<file path="src/lpw_regs.vh">
// How it works
// - upper virtual bits must copy bit 47
// - bits 47..39 index top table
// - bits 38..30 index pointer table
// - bits 29..21 index directory table
// - 2M offset is virtual bits 20..0
// - 1G offset is virtual bits 29..0
// - 2M walk never fetches leaf entry
// - directory entry bit7 set ends at 2M
// - 1G walk fetches no directory entry
// - pointer entry bit7 set ends at 1G
// - giga support reported at query bit 26
// - query reports giga TLB entry counts
// - base fields to bit 51, unimplemented masked
// - page base low bits taken as zero
// - non-present entry raises page fault
// - non-canonical address raises protection fault
// - size bit set in a pointer or directory entry ends descent there
`ifndef LPW_REGS_VH
`define LPW_REGS_VH

// register byte offsets, decoded from haddr[7:0]
`define LPW_OFS_CTRL 8'h00
`define LPW_OFS_BASE_LO 8'h04
`define LPW_OFS_BASE_HI 8'h08
`define LPW_OFS_VA_LO 8'h0C
`define LPW_OFS_VA_HI 8'h10
`define LPW_OFS_PA_LO 8'h14
`define LPW_OFS_PA_HI 8'h18
`define LPW_OFS_STATUS 8'h1C
`define LPW_OFS_INT_STAT 8'h20
`define LPW_OFS_INT_MASK 8'h24
`define LPW_OFS_QRY_FOURTH 8'h28
`define LPW_OFS_QRY_FIRST 8'h2C
`define LPW_OFS_QRY_SECOND 8'h30

// control fields
`define LPW_CTRL_START 0
`define LPW_CTRL_GIGA_EN 1
`define LPW_GIGA_EN_RST 1'b1

// virtual address fields
`define LPW_VA_TOP 63
`define LPW_VA_SIGN 47
`define LPW_TOP_HI 47
`define LPW_TOP_LO 39
`define LPW_PTR_HI 38
`define LPW_PTR_LO 30
`define LPW_DIR_HI 29
`define LPW_DIR_LO 21
`define LPW_OFF2M_HI 20
`define LPW_OFF1G_HI 29

// entry fields
`define LPW_ENT_PRESENT 0
`define LPW_ENT_SIZE 7
`define LPW_ENT_BASE_HI 51
`define LPW_ENT_TBL_LO 12
`define LPW_ENT_2M_LO 21
`define LPW_ENT_1G_LO 30

// implemented physical address bits (48 of 52)
`define LPW_PA_MASK 52'h0_FFFF_FFFF_FFFF

// identification query contents
`define LPW_GIGA_SUPPORT 1'b1
`define LPW_FEAT_GIGA_BIT 26
`define LPW_TLB_L1_GIGA 32'h0000_0010
`define LPW_TLB_L2_GIGA 32'h0000_0200

// fault codes in status
`define LPW_FLT_NONE 4'h0
`define LPW_FLT_PAGE 4'h1
`define LPW_FLT_GPROT 4'h2
`define LPW_FLT_SMALL 4'h3

// interrupt status bits
`define LPW_INT_DONE 0
`define LPW_INT_PAGE 1
`define LPW_INT_GPROT 2
`define LPW_INT_SMALL 3
`define LPW_INT_W 4

// walk levels reported with a fault
`define LPW_LVL_TOP 2'h3
`define LPW_LVL_PTR 2'h2
`define LPW_LVL_DIR 2'h1
`define LPW_LVL_NONE 2'h0

`endif

</file>
<file path="src/lpw_va_split.v">
`timescale 1ns/10ps
`include "lpw_regs.vh"

module lpw_va_split (
    // virtual address in
    input wire [63:0] va,
    // table indices
    output wire [8:0] topIdx,
    output wire [8:0] ptrIdx,
    output wire [8:0] dirIdx,
    // page offsets
    output wire [20:0] off2m,
    output wire [29:0] off1g,
    // canonical check
    output wire canonical
);
    assign topIdx = va[`LPW_TOP_HI:`LPW_TOP_LO];
    assign ptrIdx = va[`LPW_PTR_HI:`LPW_PTR_LO];
    assign dirIdx = va[`LPW_DIR_HI:`LPW_DIR_LO];
    assign off2m = va[`LPW_OFF2M_HI:0];
    assign off1g = va[`LPW_OFF1G_HI:0];
    // bits 63..47 all equal
    assign canonical = (&va[`LPW_VA_TOP:`LPW_VA_SIGN]) | ~(|va[`LPW_VA_TOP:`LPW_VA_SIGN]);
endmodule // lpw_va_split

</file>
<file path="src/lpw_walker.v">
// Design decisions made here: the address map and register access over AHB-Lite.
`timescale 1ns/10ps
`include "lpw_regs.vh"

module lpw_walker (
    // clock and reset
    input wire clock,
    input wire rst_n,
    // ahb-lite slave
    input wire hsel,
    input wire [31:0] haddr,
    input wire [1:0] htrans,
    input wire hwrite,
    input wire [2:0] hsize,
    input wire [31:0] hwdata,
    input wire hready,
    output wire hreadyout,
    output wire hresp,
    output wire [31:0] hrdata,
    // translation table memory
    output wire memReq,
    output wire [51:0] memAddr,
    input wire memAck,
    input wire [63:0] memRdata,
    // interrupt
    output wire irq
);
    localparam S_IDLE = 4'h1;
    localparam S_TOP = 4'h2;
    localparam S_PTR = 4'h4;
    localparam S_DIR = 4'h8;

    // bus state
    reg wrPend_q;
    reg [7:0] wrAddr_q;
    reg [31:0] hrdata_q;
    reg [31:0] rdMux;
    // software registers
    reg gigaEn_q;
    reg [39:0] base_q;
    reg [63:0] va_q;
    reg [`LPW_INT_W-1:0] intStat_q;
    reg [`LPW_INT_W-1:0] intMask_q;
    // walk state
    reg [3:0] state_q;
    reg memReq_q;
    reg [51:0] memAddr_q;
    reg [51:0] pa_q;
    reg done_q;
    reg size2m_q;
    reg size1g_q;
    reg [3:0] fault_q;
    reg [1:0] faultLvl_q;
    // events of this cycle
    reg evDone;
    reg evPage;
    reg evGprot;
    reg evSmall;

    // interrupt events and their next sticky state
    wire [`LPW_INT_W-1:0] intEvent;
    wire [`LPW_INT_W-1:0] intStat_d;
    genvar gi;

    wire [8:0] topIdx;
    wire [8:0] ptrIdx;
    wire [8:0] dirIdx;
    wire [20:0] off2m;
    wire [29:0] off1g;
    wire canonical;

    lpw_va_split uSplit (
        .va(va_q),
        .topIdx(topIdx),
        .ptrIdx(ptrIdx),
        .dirIdx(dirIdx),
        .off2m(off2m),
        .off1g(off1g),
        .canonical(canonical)
    );

    wire addrPhase = hsel & htrans[1] & hready;
    wire busy = (state_q != S_IDLE);
    wire wrCtrl = wrPend_q & (wrAddr_q == `LPW_OFS_CTRL);
    // start refused while a walk runs
    wire startPulse = wrCtrl & hwdata[`LPW_CTRL_START] & ~busy;
    wire intRdClr = addrPhase & ~hwrite & (haddr[7:0] == `LPW_OFS_INT_STAT);
    wire gigaOk = `LPW_GIGA_SUPPORT & gigaEn_q;
    wire present = memRdata[`LPW_ENT_PRESENT];
    wire sizeBit = memRdata[`LPW_ENT_SIZE];
    // next table address, unimplemented bits dropped
    wire [51:0] nextPtr = {memRdata[`LPW_ENT_BASE_HI:`LPW_ENT_TBL_LO], ptrIdx, 3'h0} & `LPW_PA_MASK;
    wire [51:0] nextDir = {memRdata[`LPW_ENT_BASE_HI:`LPW_ENT_TBL_LO], dirIdx, 3'h0} & `LPW_PA_MASK;
    // final addresses: page base low bits ignored, offset passed through
    wire [51:0] pa1g = {memRdata[`LPW_ENT_BASE_HI:`LPW_ENT_1G_LO], off1g} & `LPW_PA_MASK;
    wire [51:0] pa2m = {memRdata[`LPW_ENT_BASE_HI:`LPW_ENT_2M_LO], off2m} & `LPW_PA_MASK;
    wire [31:0] statusWord = {22'h0, faultLvl_q, fault_q, size1g_q, size2m_q, done_q, busy};
    wire [31:0] featWord = {31'h0, `LPW_GIGA_SUPPORT} << `LPW_FEAT_GIGA_BIT;

    assign hreadyout = 1'b1;
    assign hresp = 1'b0;
    assign hrdata = hrdata_q;
    assign memReq = memReq_q;
    assign memAddr = memAddr_q;
    assign irq = |(intStat_q & intMask_q);

    // read mux, unmapped reads zero
    always @* begin
        case (haddr[7:0])
            `LPW_OFS_CTRL: rdMux = {30'h0, gigaEn_q, 1'b0};
            `LPW_OFS_BASE_LO: rdMux = {base_q[19:0], 12'h000};
            `LPW_OFS_BASE_HI: rdMux = {12'h000, base_q[39:20]};
            `LPW_OFS_VA_LO: rdMux = va_q[31:0];
            `LPW_OFS_VA_HI: rdMux = va_q[63:32];
            `LPW_OFS_PA_LO: rdMux = pa_q[31:0];
            `LPW_OFS_PA_HI: rdMux = {12'h000, pa_q[51:32]};
            `LPW_OFS_STATUS: rdMux = statusWord;
            `LPW_OFS_INT_STAT: rdMux = {{(32-`LPW_INT_W){1'b0}}, intStat_q};
            `LPW_OFS_INT_MASK: rdMux = {{(32-`LPW_INT_W){1'b0}}, intMask_q};
            `LPW_OFS_QRY_FOURTH: rdMux = featWord;
            `LPW_OFS_QRY_FIRST: rdMux = `LPW_TLB_L1_GIGA;
            `LPW_OFS_QRY_SECOND: rdMux = `LPW_TLB_L2_GIGA;
            default: rdMux = 32'h0000_0000;
        endcase
    end

    // bus phases and software writes
    always @(posedge clock or negedge rst_n) begin
        if (!rst_n) begin
            wrPend_q <= 1'b0;
            wrAddr_q <= 8'h00;
            hrdata_q <= 32'h0000_0000;
            gigaEn_q <= `LPW_GIGA_EN_RST;
            base_q <= 40'h00_0000_0000;
            va_q <= 64'h0000_0000_0000_0000;
            intMask_q <= {`LPW_INT_W{1'b0}};
        end else begin
            wrPend_q <= addrPhase & hwrite;
            if (addrPhase) begin
                wrAddr_q <= haddr[7:0];
            end
            if (addrPhase & ~hwrite) begin
                hrdata_q <= rdMux;
            end
            if (wrPend_q) begin
                case (wrAddr_q)
                    `LPW_OFS_CTRL: gigaEn_q <= hwdata[`LPW_CTRL_GIGA_EN];
                    `LPW_OFS_BASE_LO: base_q[19:0] <= hwdata[31:12];
                    `LPW_OFS_BASE_HI: base_q[39:20] <= hwdata[19:0];
                    `LPW_OFS_VA_LO: begin
                        if (!busy) begin
                            va_q[31:0] <= hwdata;
                        end
                    end
                    `LPW_OFS_VA_HI: begin
                        if (!busy) begin
                            va_q[63:32] <= hwdata;
                        end
                    end
                    `LPW_OFS_INT_MASK: intMask_q <= hwdata[`LPW_INT_W-1:0];
                    default: ;
                endcase
            end
        end
    end

    // sticky interrupt bits, set wins over read clear
    assign intEvent = {evSmall, evGprot, evPage, evDone};

    generate
        for (gi = 0; gi < `LPW_INT_W; gi = gi + 1) begin : gIntBit
            assign intStat_d[gi] = intEvent[gi] | (intStat_q[gi] & ~intRdClr);
        end
    endgenerate

    always @(posedge clock or negedge rst_n) begin
        if (!rst_n) begin
            intStat_q <= {`LPW_INT_W{1'b0}};
        end else begin
            intStat_q <= intStat_d;
        end
    end

    // event decode from walk state and fetched entry
    always @* begin
        evDone = 1'b0;
        evPage = 1'b0;
        evGprot = 1'b0;
        evSmall = 1'b0;
        case (state_q)
            S_IDLE: begin
                evGprot = startPulse & ~canonical;
            end
            S_TOP: begin
                evPage = memAck & ~present;
            end
            S_PTR: begin
                evPage = memAck & ~present;
                evDone = memAck & present & sizeBit & gigaOk;
            end
            S_DIR: begin
                evPage = memAck & ~present;
                evDone = memAck & present & sizeBit;
                evSmall = memAck & present & ~sizeBit;
            end
            default: ;
        endcase
    end

    // walk state machine
    always @(posedge clock or negedge rst_n) begin
        if (!rst_n) begin
            state_q <= S_IDLE;
            memReq_q <= 1'b0;
            memAddr_q <= 52'h0_0000_0000_0000;
            pa_q <= 52'h0_0000_0000_0000;
            done_q <= 1'b0;
            size2m_q <= 1'b0;
            size1g_q <= 1'b0;
            fault_q <= `LPW_FLT_NONE;
            faultLvl_q <= `LPW_LVL_NONE;
        end else begin
            case (state_q)
                S_IDLE: begin
                    if (startPulse) begin
                        done_q <= 1'b0;
                        size2m_q <= 1'b0;
                        size1g_q <= 1'b0;
                        faultLvl_q <= `LPW_LVL_NONE;
                        if (!canonical) begin
                            fault_q <= `LPW_FLT_GPROT;
                            done_q <= 1'b1;
                        end else begin
                            fault_q <= `LPW_FLT_NONE;
                            memReq_q <= 1'b1;
                            memAddr_q <= {base_q, topIdx, 3'h0} & `LPW_PA_MASK;
                            state_q <= S_TOP;
                        end
                    end
                end
                S_TOP: begin
                    if (memAck) begin
                        if (!present) begin
                            fault_q <= `LPW_FLT_PAGE;
                            faultLvl_q <= `LPW_LVL_TOP;
                            done_q <= 1'b1;
                            memReq_q <= 1'b0;
                            state_q <= S_IDLE;
                        end else begin
                            memAddr_q <= nextPtr;
                            state_q <= S_PTR;
                        end
                    end
                end
                S_PTR: begin
                    if (memAck) begin
                        if (!present) begin
                            fault_q <= `LPW_FLT_PAGE;
                            faultLvl_q <= `LPW_LVL_PTR;
                            done_q <= 1'b1;
                            memReq_q <= 1'b0;
                            state_q <= S_IDLE;
                        end else if (sizeBit & gigaOk) begin
                            // last level, no directory fetch
                            pa_q <= pa1g;
                            size1g_q <= 1'b1;
                            done_q <= 1'b1;
                            memReq_q <= 1'b0;
                            state_q <= S_IDLE;
                        end else begin
                            memAddr_q <= nextDir;
                            state_q <= S_DIR;
                        end
                    end
                end
                S_DIR: begin
                    if (memAck) begin
                        memReq_q <= 1'b0;
                        done_q <= 1'b1;
                        state_q <= S_IDLE;
                        if (!present) begin
                            fault_q <= `LPW_FLT_PAGE;
                            faultLvl_q <= `LPW_LVL_DIR;
                        end else if (sizeBit) begin
                            // last level, no leaf fetch
                            pa_q <= pa2m;
                            size2m_q <= 1'b1;
                        end else begin
                            // small pages not walked here, still no leaf fetch
                            fault_q <= `LPW_FLT_SMALL;
                            faultLvl_q <= `LPW_LVL_DIR;
                        end
                    end
                end
                default: begin
                    state_q <= S_IDLE;
                    memReq_q <= 1'b0;
                end
            endcase
        end
    end
endmodule // lpw_walker

</file>
<file path="config.mk">
export PLATFORM = sky130hd
export DESIGN_NAME = lpw_walker
export DESIGN_NICKNAME = d
export VERILOG_FILES = /design/src/lpw_va_split.v /design/src/lpw_walker.v
export VERILOG_INCLUDE_DIRS = /design/src
export SDC_FILE = /design/constraint.sdc
export NUM_CORES = 1
export LEC_CHECK = 0
export BUFFER_PORTS_ARGS = -buffer_cell sky130_fd_sc_hd__buf_4
export CORE_UTILIZATION = 40
export CTS_CLUSTER_DIAMETER = 30
export DETAILED_ROUTE_END_ITERATION = 7
export PLACE_DENSITY = 0.71
export SETUP_SLACK_MARGIN = 0.1
export SYNTH_ARGS = -nofsm -noshare
export SYNTH_HDL_FRONTEND = slang
export SYNTH_HIERARCHICAL = 1
export SYNTH_SLANG_ARGS = --single-unit
</file>
<file path="constraint.sdc">
create_clock -name clock -period 2.7 [get_ports clock]
set_clock_uncertainty 0.2 [all_clocks]
set_input_delay 0.405 -clock clock [delete_from_list [all_inputs] [get_ports clock]]
set_output_delay 0.405 -clock clock [all_outputs]
set_load 0.01 [all_outputs]
</file>
==> results of run 1 <==
[what timing repair did]
item,CTS,global route
pin swaps,5,3
hold buffers,77,0
gates cloned,3,6
buffers inserted,3,2
endpoints found under the hold margin,250,0
resized for setup,13,51
setup endpoints to repair,45,55
[metal layers]
metal  routed length [microns]  global-route usage, %  up-vias
met5                         0                      0        -
met4                      1540                   10.0        0
met3                      3700                   4.19      123
met2                     19500                   39.9      609
met1                     17400                   34.5     5431
li1                          -                      -     4732
[cell usage after synthesis, drive strengths merged (3+ instances only)]
cell type / instances
nand4: 9
o22ai: 12
inv: 4
dfrtp: 257
nor4b: 6
a32oi: 3
nor3: 11
o221ai: 3
and3: 4
a22oi: 16
nor2b: 3
nand3b: 5
or3: 3
a31oi: 71
o21a: 3
a21oi: 27
a22o: 17
o31ai: 5
nor2: 106
a221oi: 9
a222oi: 12
or4: 3
mux2i: 26
nand3: 8
o21ai: 35
buf: 108
clkbuf: 53
mux2: 146
or2: 5
or4b: 6
nand2: 183
and2: 3
nor4: 7
[logic make-up after synthesis]
| family | after synthesis | synth area share [%] |
|---|---|---|
| xor+xnor | 1 | 0.0693 |
| simple gates | 370 | 13.3 |
| compound gates | 229 | 12.5 |
| flops | 259 | 51.3 |
| buf+inv | 165 | 7.63 |
| mux | 173 | 15.2 |
| other cells | 2 | 0.0594 |
[stage by stage]
stage / std cells / util (%) / worst slack, ns
final: 1879 / 56.8 / -0.174
after global routing: 1879 / 56.8 / -0.211
after CTS: 1871 / 55.6 / -0.0745
after detailed placement: 1690 / 46.3 / -0.237
after global placement: 1690 / 46.3 / -0.154
after floorplan: 1206 / - / 0.0734
[power by group]
part           switching, mW  internal (mW)  leakage (nW)
clock network           2.20           4.84         0.919
logic                   2.21           2.32          3.60
registers              0.562           4.55          3.29
total                   4.98           11.7          7.81
[flip-flops by register name, summed over array words and instances (netlist names), 2 cells and up]
register	flops
intStat_q	4
hrdata	32
base_q	40
fault_q	2
wrAddr_q	8
va_q	64
state_q	4
memAddr	45
intMask_q	4
faultLvl_q	2
pa_q	48
[layout by cell type, fill, tap and decap left out, types with 20 or more instances in the layout]
cell type      count
dlygate4sd3_1     77
mux2i_1           26
nand2_1          183
clkbuf_16         60
nor2_1            82
a21oi_1           20
mux2_2           141
o21ai_0           33
buf_4            237
a31oi_1           67
dfrtp_1          257
[final timing paths]
kind	startpoint	endpoint	slack, ns	depth (start not counted)
setup / recovery	va_q[47]	memAddr[22]	-0.17	12
max in group asynchronous	rst_n	gigaEn_q	1.30	3
hold / removal	htrans[1]	wrPend_q	0.15	4
min in group asynchronous	rst_n	pa_q[22]	0.25	2
hold reg to reg	hrdata[27]	hrdata[27]	0.28	2
setup reg to reg	va_q[47]	memAddr[22]	-0.17	12
[area by class of cell]
| cell class | instances | area [sq um] | share of cell area (%) |
|---|---|---|---|
| timing repair buffer | 340 | 3100 | 17.7 |
| clock inverter | 34 | 536 | 3.06 |
| sequential | 259 | 6480 | 37.0 |
| tap | 396 | 495 | 2.83 |
| multi-input combinational | 782 | 5480 | 31.3 |
| clock buffer | 64 | 1400 | 7.99 |
| inverter | 4 | 15.0 | 0.0858 |
[tightest hold or removal path, delay by kind of cell]
| kind | cells | cell delay (ns) |
|---|---|---|
| buffers and inverters | 2 | 0.30 |
| and+or+nand+nor | 2 | 0.14 |
==> results.py, run 1 <==
metrics = {
    "final_layout": {
        "diodes": 0,
        "stdcell_area_sq_mm": 0.0175,
        "nets": 1579,
        "drive_gt1_share_pct": 37.8,
        "area_delta_synth_final_pct": 38.5,
        "fillerInstances": 2456,
    },
    "sta": {
        "final_hold_viol_count": 0,
        "relSlewSlack_pct": 56.4,
        "tns_ns": -5.27,
        "min_period_ns": 2.87,
        "period_share_pct": 106,
        "max_freq_mhz": 348,
        "worstMarginPinSlew_ns": 0.654,
        "fin_hold_ws_ns": 0.149,
        "finalSetupViolCount": 45,
        "rsz0062_at_grt": "yes",
        "drv_slew": 0,
        "worst_slack_ns": -0.174,
    },
    "floorplan": {
        "core_area_sq_mm": 0.0308,
        "dieArea_sq_mm": 0.0323,
        "dieWidth_microns": 180,
        "start_util_pct": 41.0,
        "rows": 64,
        "boundaryPins": 227,
        "die-height_microns": 180,
    },
    "critical_path": {
        "crit_required_ns": 2.93,
        "cp.buffers_inverters": 5,
        "crit_path_cell_trace": "nor4_2 -> nand4_1 -> o41ai_2 -> buf_4 -> and2_4 -> a41oi_4 -> a2111oi_4 -> buf_4 -> buf_12 -> buf_12 -> buf_16 -> a31oi_1",
        "path_delay_family": "buffers and inverters",
        "cp.arrival_ns": 3.10,
        "start_kind": "register",
        "critical_path.max_fanout": 5,
        "path_class": "reg -> reg",
        "slowest_delay_ns": 0.41,
        "crit_path_end_kind": "register",
        "slowest_stage": "dfrtp_1",
    },
    "clock_tree": {
        "clkSinkCount": 259,
        "cts_max_level": 2,
        "clkTransAtPathRegs_ns": 0.05,
        "clock_latency_ns": 0.57,
        "cts_buffers": 53,
        "cts_buffer_depth": 3,
        "cts_root_buf": "clkbuf_16",
        "cts_tree": "yes",
    },
    "grt": {
        "grtUsageTotal_pct": 25.2,
        "grt_first_pass_wirelength_mm": 63.7,
        "grt_overflow": 0,
        "grt_pass1_vias": 11200,
        "antenna_found_initial": 0,
        "grt_start_max_net_pins": 79,
    },
    "status": {
        "status": "finished, violations left",
        "violations": "DRC, setup timing",
    },
    "placement": {
        "place_area_sq_mm": 0.0143,
        "hpwl_mm": 27.0,
        "place_congestion": 0.944,
        "portBuffers": 163,
    },
    "logic_synthesis": {
        "yosysTopAreaCell": "dfrtp_1",
        "synth_edf_count": 0,
        "yosysUniqueCellTypes": 65,
        "synth_ff_type": "dfrtp_1",
        "ys_seq_area_share_pct": 51.3,
        "synthTopCellsByArea": "dfrtp_1, mux2_2, nand2_1",
        "async_flop_share_pct": 100,
        "yosysWarnings": 6,
        "avgSynthCellArea_sq_um": 10.5,
        "ys_seq_elements": 259,
        "syn_area_sq_mm": 0.0126,
        "syn_inst": 1199,
        "synth_top_area_share_pct": 50.9,
    },
    "route": {
        "vias": 10900,
        "drt.antenna.violating_nets": 0,
        "drt_iter0_markers": 1132,
        "wl_per_cell_microns": 22.4,
        "first_pass_iters": 8,
        "finalWirelength_mm": 42.1,
        "via_per_inst": 5.80,
        "drc": 11,
    },
    "power": {
        "p_per_area_mw_per_mm2": 953,
        "ir_drop_mv": 0.512,
        "p_leak_nw": 7.81,
        "p_total_mw": 16.7,
    },
    "min_path": {
        "min_path_type": "in -> reg",
    },
    "flow_run": {
        "timing.max_cap.violations": 0,
    },
}
Note: power is estimated with default switching activity, not from simulation.
==> run 2, diff against run 1 <==
Settings changed: PLACE_DENSITY 0.71 to 0.68, SETUP_SLACK_MARGIN 0.1 to default, SYNTH_HIERARCHICAL 1 to default.
==> results.py, run 2 <==
metrics = {
    "logic_synthesis": {
        "synth-compound-area-share_pct": 11.0,
        "synth_ff_type": "dfrtp_1",
        "synth_edf_count": 0,
        "synthTopCellsByArea": "dfrtp_1, mux2_2, nand2_1",
        "yosysWarnings": 0,
        "syn_area_sq_mm": 0.0118,
        "synth_common_cells": "dfrtp_1, mux2_2, nand2_1, a222oi_1, clkbuf_1",
        "ys_seq_area_share_pct": 55.1,
        "synth_xor_area_share_pct": 0.149,
        "synthAdderAreaFrac_pct": 0,
        "syn_inst": 973,
        "synth_most_common_cell": "dfrtp_1",
        "async_flop_share_pct": 100,
        "synth_top_family_by_area": "multiplexers",
        "avgSynthCellArea_sq_um": 12.1,
        "yosys.area_share.simple_pct": 9.38,
        "ys_seq_elements": 259,
        "synth.area.mux_share_pct": 20.6,
        "synth_top_area_share_pct": 54.7,
        "yosysUniqueCellTypes": 60,
        "yosysTopAreaCell": "dfrtp_1",
    },
    "floorplan": {
        "dieArea_sq_mm": 0.0301,
        "dieWidth_microns": 174,
        "start_util_pct": 40.8,
        "rows": 62,
        "die-height_microns": 174,
        "core_area_sq_mm": 0.0289,
        "boundaryPins": 227,
    },
    "sta": {
        "period_share_pct": 97.3,
        "worst_slack_ns": 0.0722,
        "finalSetupViolCount": 0,
        "drv_slew": 0,
        "max_freq_mhz": 381,
        "min_period_ns": 2.63,
        "fin_hold_ws_ns": 0.0210,
        "relSlewSlack_pct": 44.2,
        "worstMarginPinSlew_ns": 0.825,
        "final_hold_viol_count": 0,
        "rsz0062_at_grt": "yes",
    },
    "route": {
        "drt_iter0_markers": 715,
        "via_per_inst": 5.58,
        "vias": 9358,
        "finalWirelength_mm": 35.2,
        "drt.antenna.violating_nets": 0,
        "first_pass_iters": 7,
        "drc": 0,
        "wl_per_cell_microns": 21.0,
    },
    "final_layout": {
        "largest_reg_flops": 64,
        "seqCellArea_sq_mm": 0.00648,
        "area_delta_synth_final_pct": 39.1,
        "regMostFlops": "va_q",
        "diodes": 0,
        "final_cell_mix": "dfrtp_1, buf_4, mux2_2",
        "drive_gt1_share_pct": 40.0,
        "fillerInstances": 2392,
        "final_util_pct": 56.7,
        "multi_input_area_sq_mm": 0.00493,
        "layout_commonest_cell": "dfrtp_1",
        "nets": 1389,
    },
    "power": {
        "p_per_area_mw_per_mm2": 699,
        "ir_drop_mv": 0.548,
        "p_leak_nw": 7.86,
    },
    "grt": {
        "grt_overflow": 0,
        "antenna_found_initial": 0,
        "grt_start_max_net_pins": 62,
        "grt_first_pass_wirelength_mm": 55.0,
        "grt_pass1_vias": 9620,
        "grtUsageTotal_pct": 23.5,
    },
    "status": {
        "status": "finished clean",
    },
    "clock_tree": {
        "cts_max_level": 2,
        "cts_buffer_depth": 3,
        "clock_latency_ns": 0.56,
        "cts_root_buf": "clkbuf_16",
        "clkTransAtPathRegs_ns": 0.05,
        "clkSinkCount": 259,
        "cts_buffers": 54,
        "cts_tree": "yes",
    },
    "critical_path": {
        "r2r-end": "va_q[9]",
        "start_kind": "register",
        "critical_path.max_fanout": 32,
        "rr_startpoint": "wrAddr_q[7]",
        "crit_required_ns": 2.93,
        "r2r_slack_ns": 0.07,
        "reg2reg_depth": 5,
        "crit_path_end_kind": "register",
        "cp.arrival_ns": 2.86,
        "path_class": "reg -> reg",
    },
    "placement": {
        "place_ws_ns": 0.0710,
        "place_congestion": 0.911,
        "hpwl_mm": 23.4,
        "portBuffers": 163,
    },
    "min_path": {
        "hold_path_depth": 2,
        "min_path_type": "in -> reg",
        "worstHoldEndpoint": "wrAddr_q[3]",
        "min_from": "haddr[3]",
    },
    "flow_run": {
        "timing.max_cap.violations": 0,
    },
}
## run 2: changes by cell type after synthesis, moves of 7 or more
cell      change
nor2_1       -87
buf_4        -72
a31oi_1      -62
mux2_2       +45
nand2_1      -31
a222oi_1     +24
clkbuf_1     -17
a21o_1       +13
o22ai_1      -12
inv_1        +10
a21oi_1       -8
nor3_1        -7
## run 2: critical path, cell delays in order, from the launching register on
cell and delay (ns):
dfrtp_1 0.37, or4b_4 0.57, or3_4 0.40, nor4b_4 0.32, buf_12 0.28, mux2_2 0.37
## run 2: what timing repair did
action | in CTS | in global routing
setup endpoints to repair | 0 | 17
buffers inserted | 0 | 4
hold endpoints to repair | 228 | 0
hold buffers | 78 | 0
gates resized for setup | 0 | 4
## run 2: report_power, final
group          total [mW]  internal [mW]  switching (mW)  leakage, nW
logic               0.628          0.329           0.299         3.51
clock network        6.64           4.39            2.25        0.913
registers            4.17           4.03           0.147         3.44
## run 2: cell type report
type,instances,area share [%]
inverter,14,0.321
clock inverter,38,2.83
tap,384,2.94
multi-input combinational,630,30.1
sequential,259,39.6
timing repair buffer,291,15.5
clock buffer,62,8.68
## run 2: how the worst max path moves through the flow
stage / from / to / cells after the start
finish: wrAddr_q[7] / va_q[9] / 5
global placement: wrAddr_q[1] / va_q[25] / 5
detailed placement: wrAddr_q[1] / va_q[17] / 5
CTS: wrAddr_q[1] / state_q[3] / 8
global route: wrAddr_q[7] / va_q[25] / 5
floorplan: state_q[0] / va_q[10] / 7
## run 2: logic make-up after synthesis
| logic type | count (synthesis) |
|---|---|
| compound gates | 173 |
| other cells | 2 |
| simple gates | 231 |
| mux | 215 |
| flops | 259 |
| xor+xnor | 2 |
| buf+inv | 91 |
## run 2: per-stage QoR
| step | setup TNS (ns) | power, mW | std cells | area, sq um |
|---|---|---|---|---|
| CTS | 0 | 11.5 | 1675 | 16300 |
| finish | 0 | 11.4 | 1678 | 16400 |
| detailed placement | 0 | 4.76 | 1497 | 13700 |
| global route | -0.000772 | 11.8 | 1678 | 16400 |
| global placement | 0 | 4.75 | 1497 | 13700 |
| floorplan | 0 | 4.40 | 980 | 11800 |
## run 2: layer usage
| layer | GRT usage [%] | up-vias | wire length (microns) |
|---|---|---|---|
| met4 | 8.33 | 0 | 989 |
| met1 | 31.3 | 4775 | 15200 |
| met2 | 38.3 | 373 | 16800 |
| met3 | 4.41 | 75 | 2280 |
| met5 | 0 | - | 0 |
| li1 | - | 4135 | - |
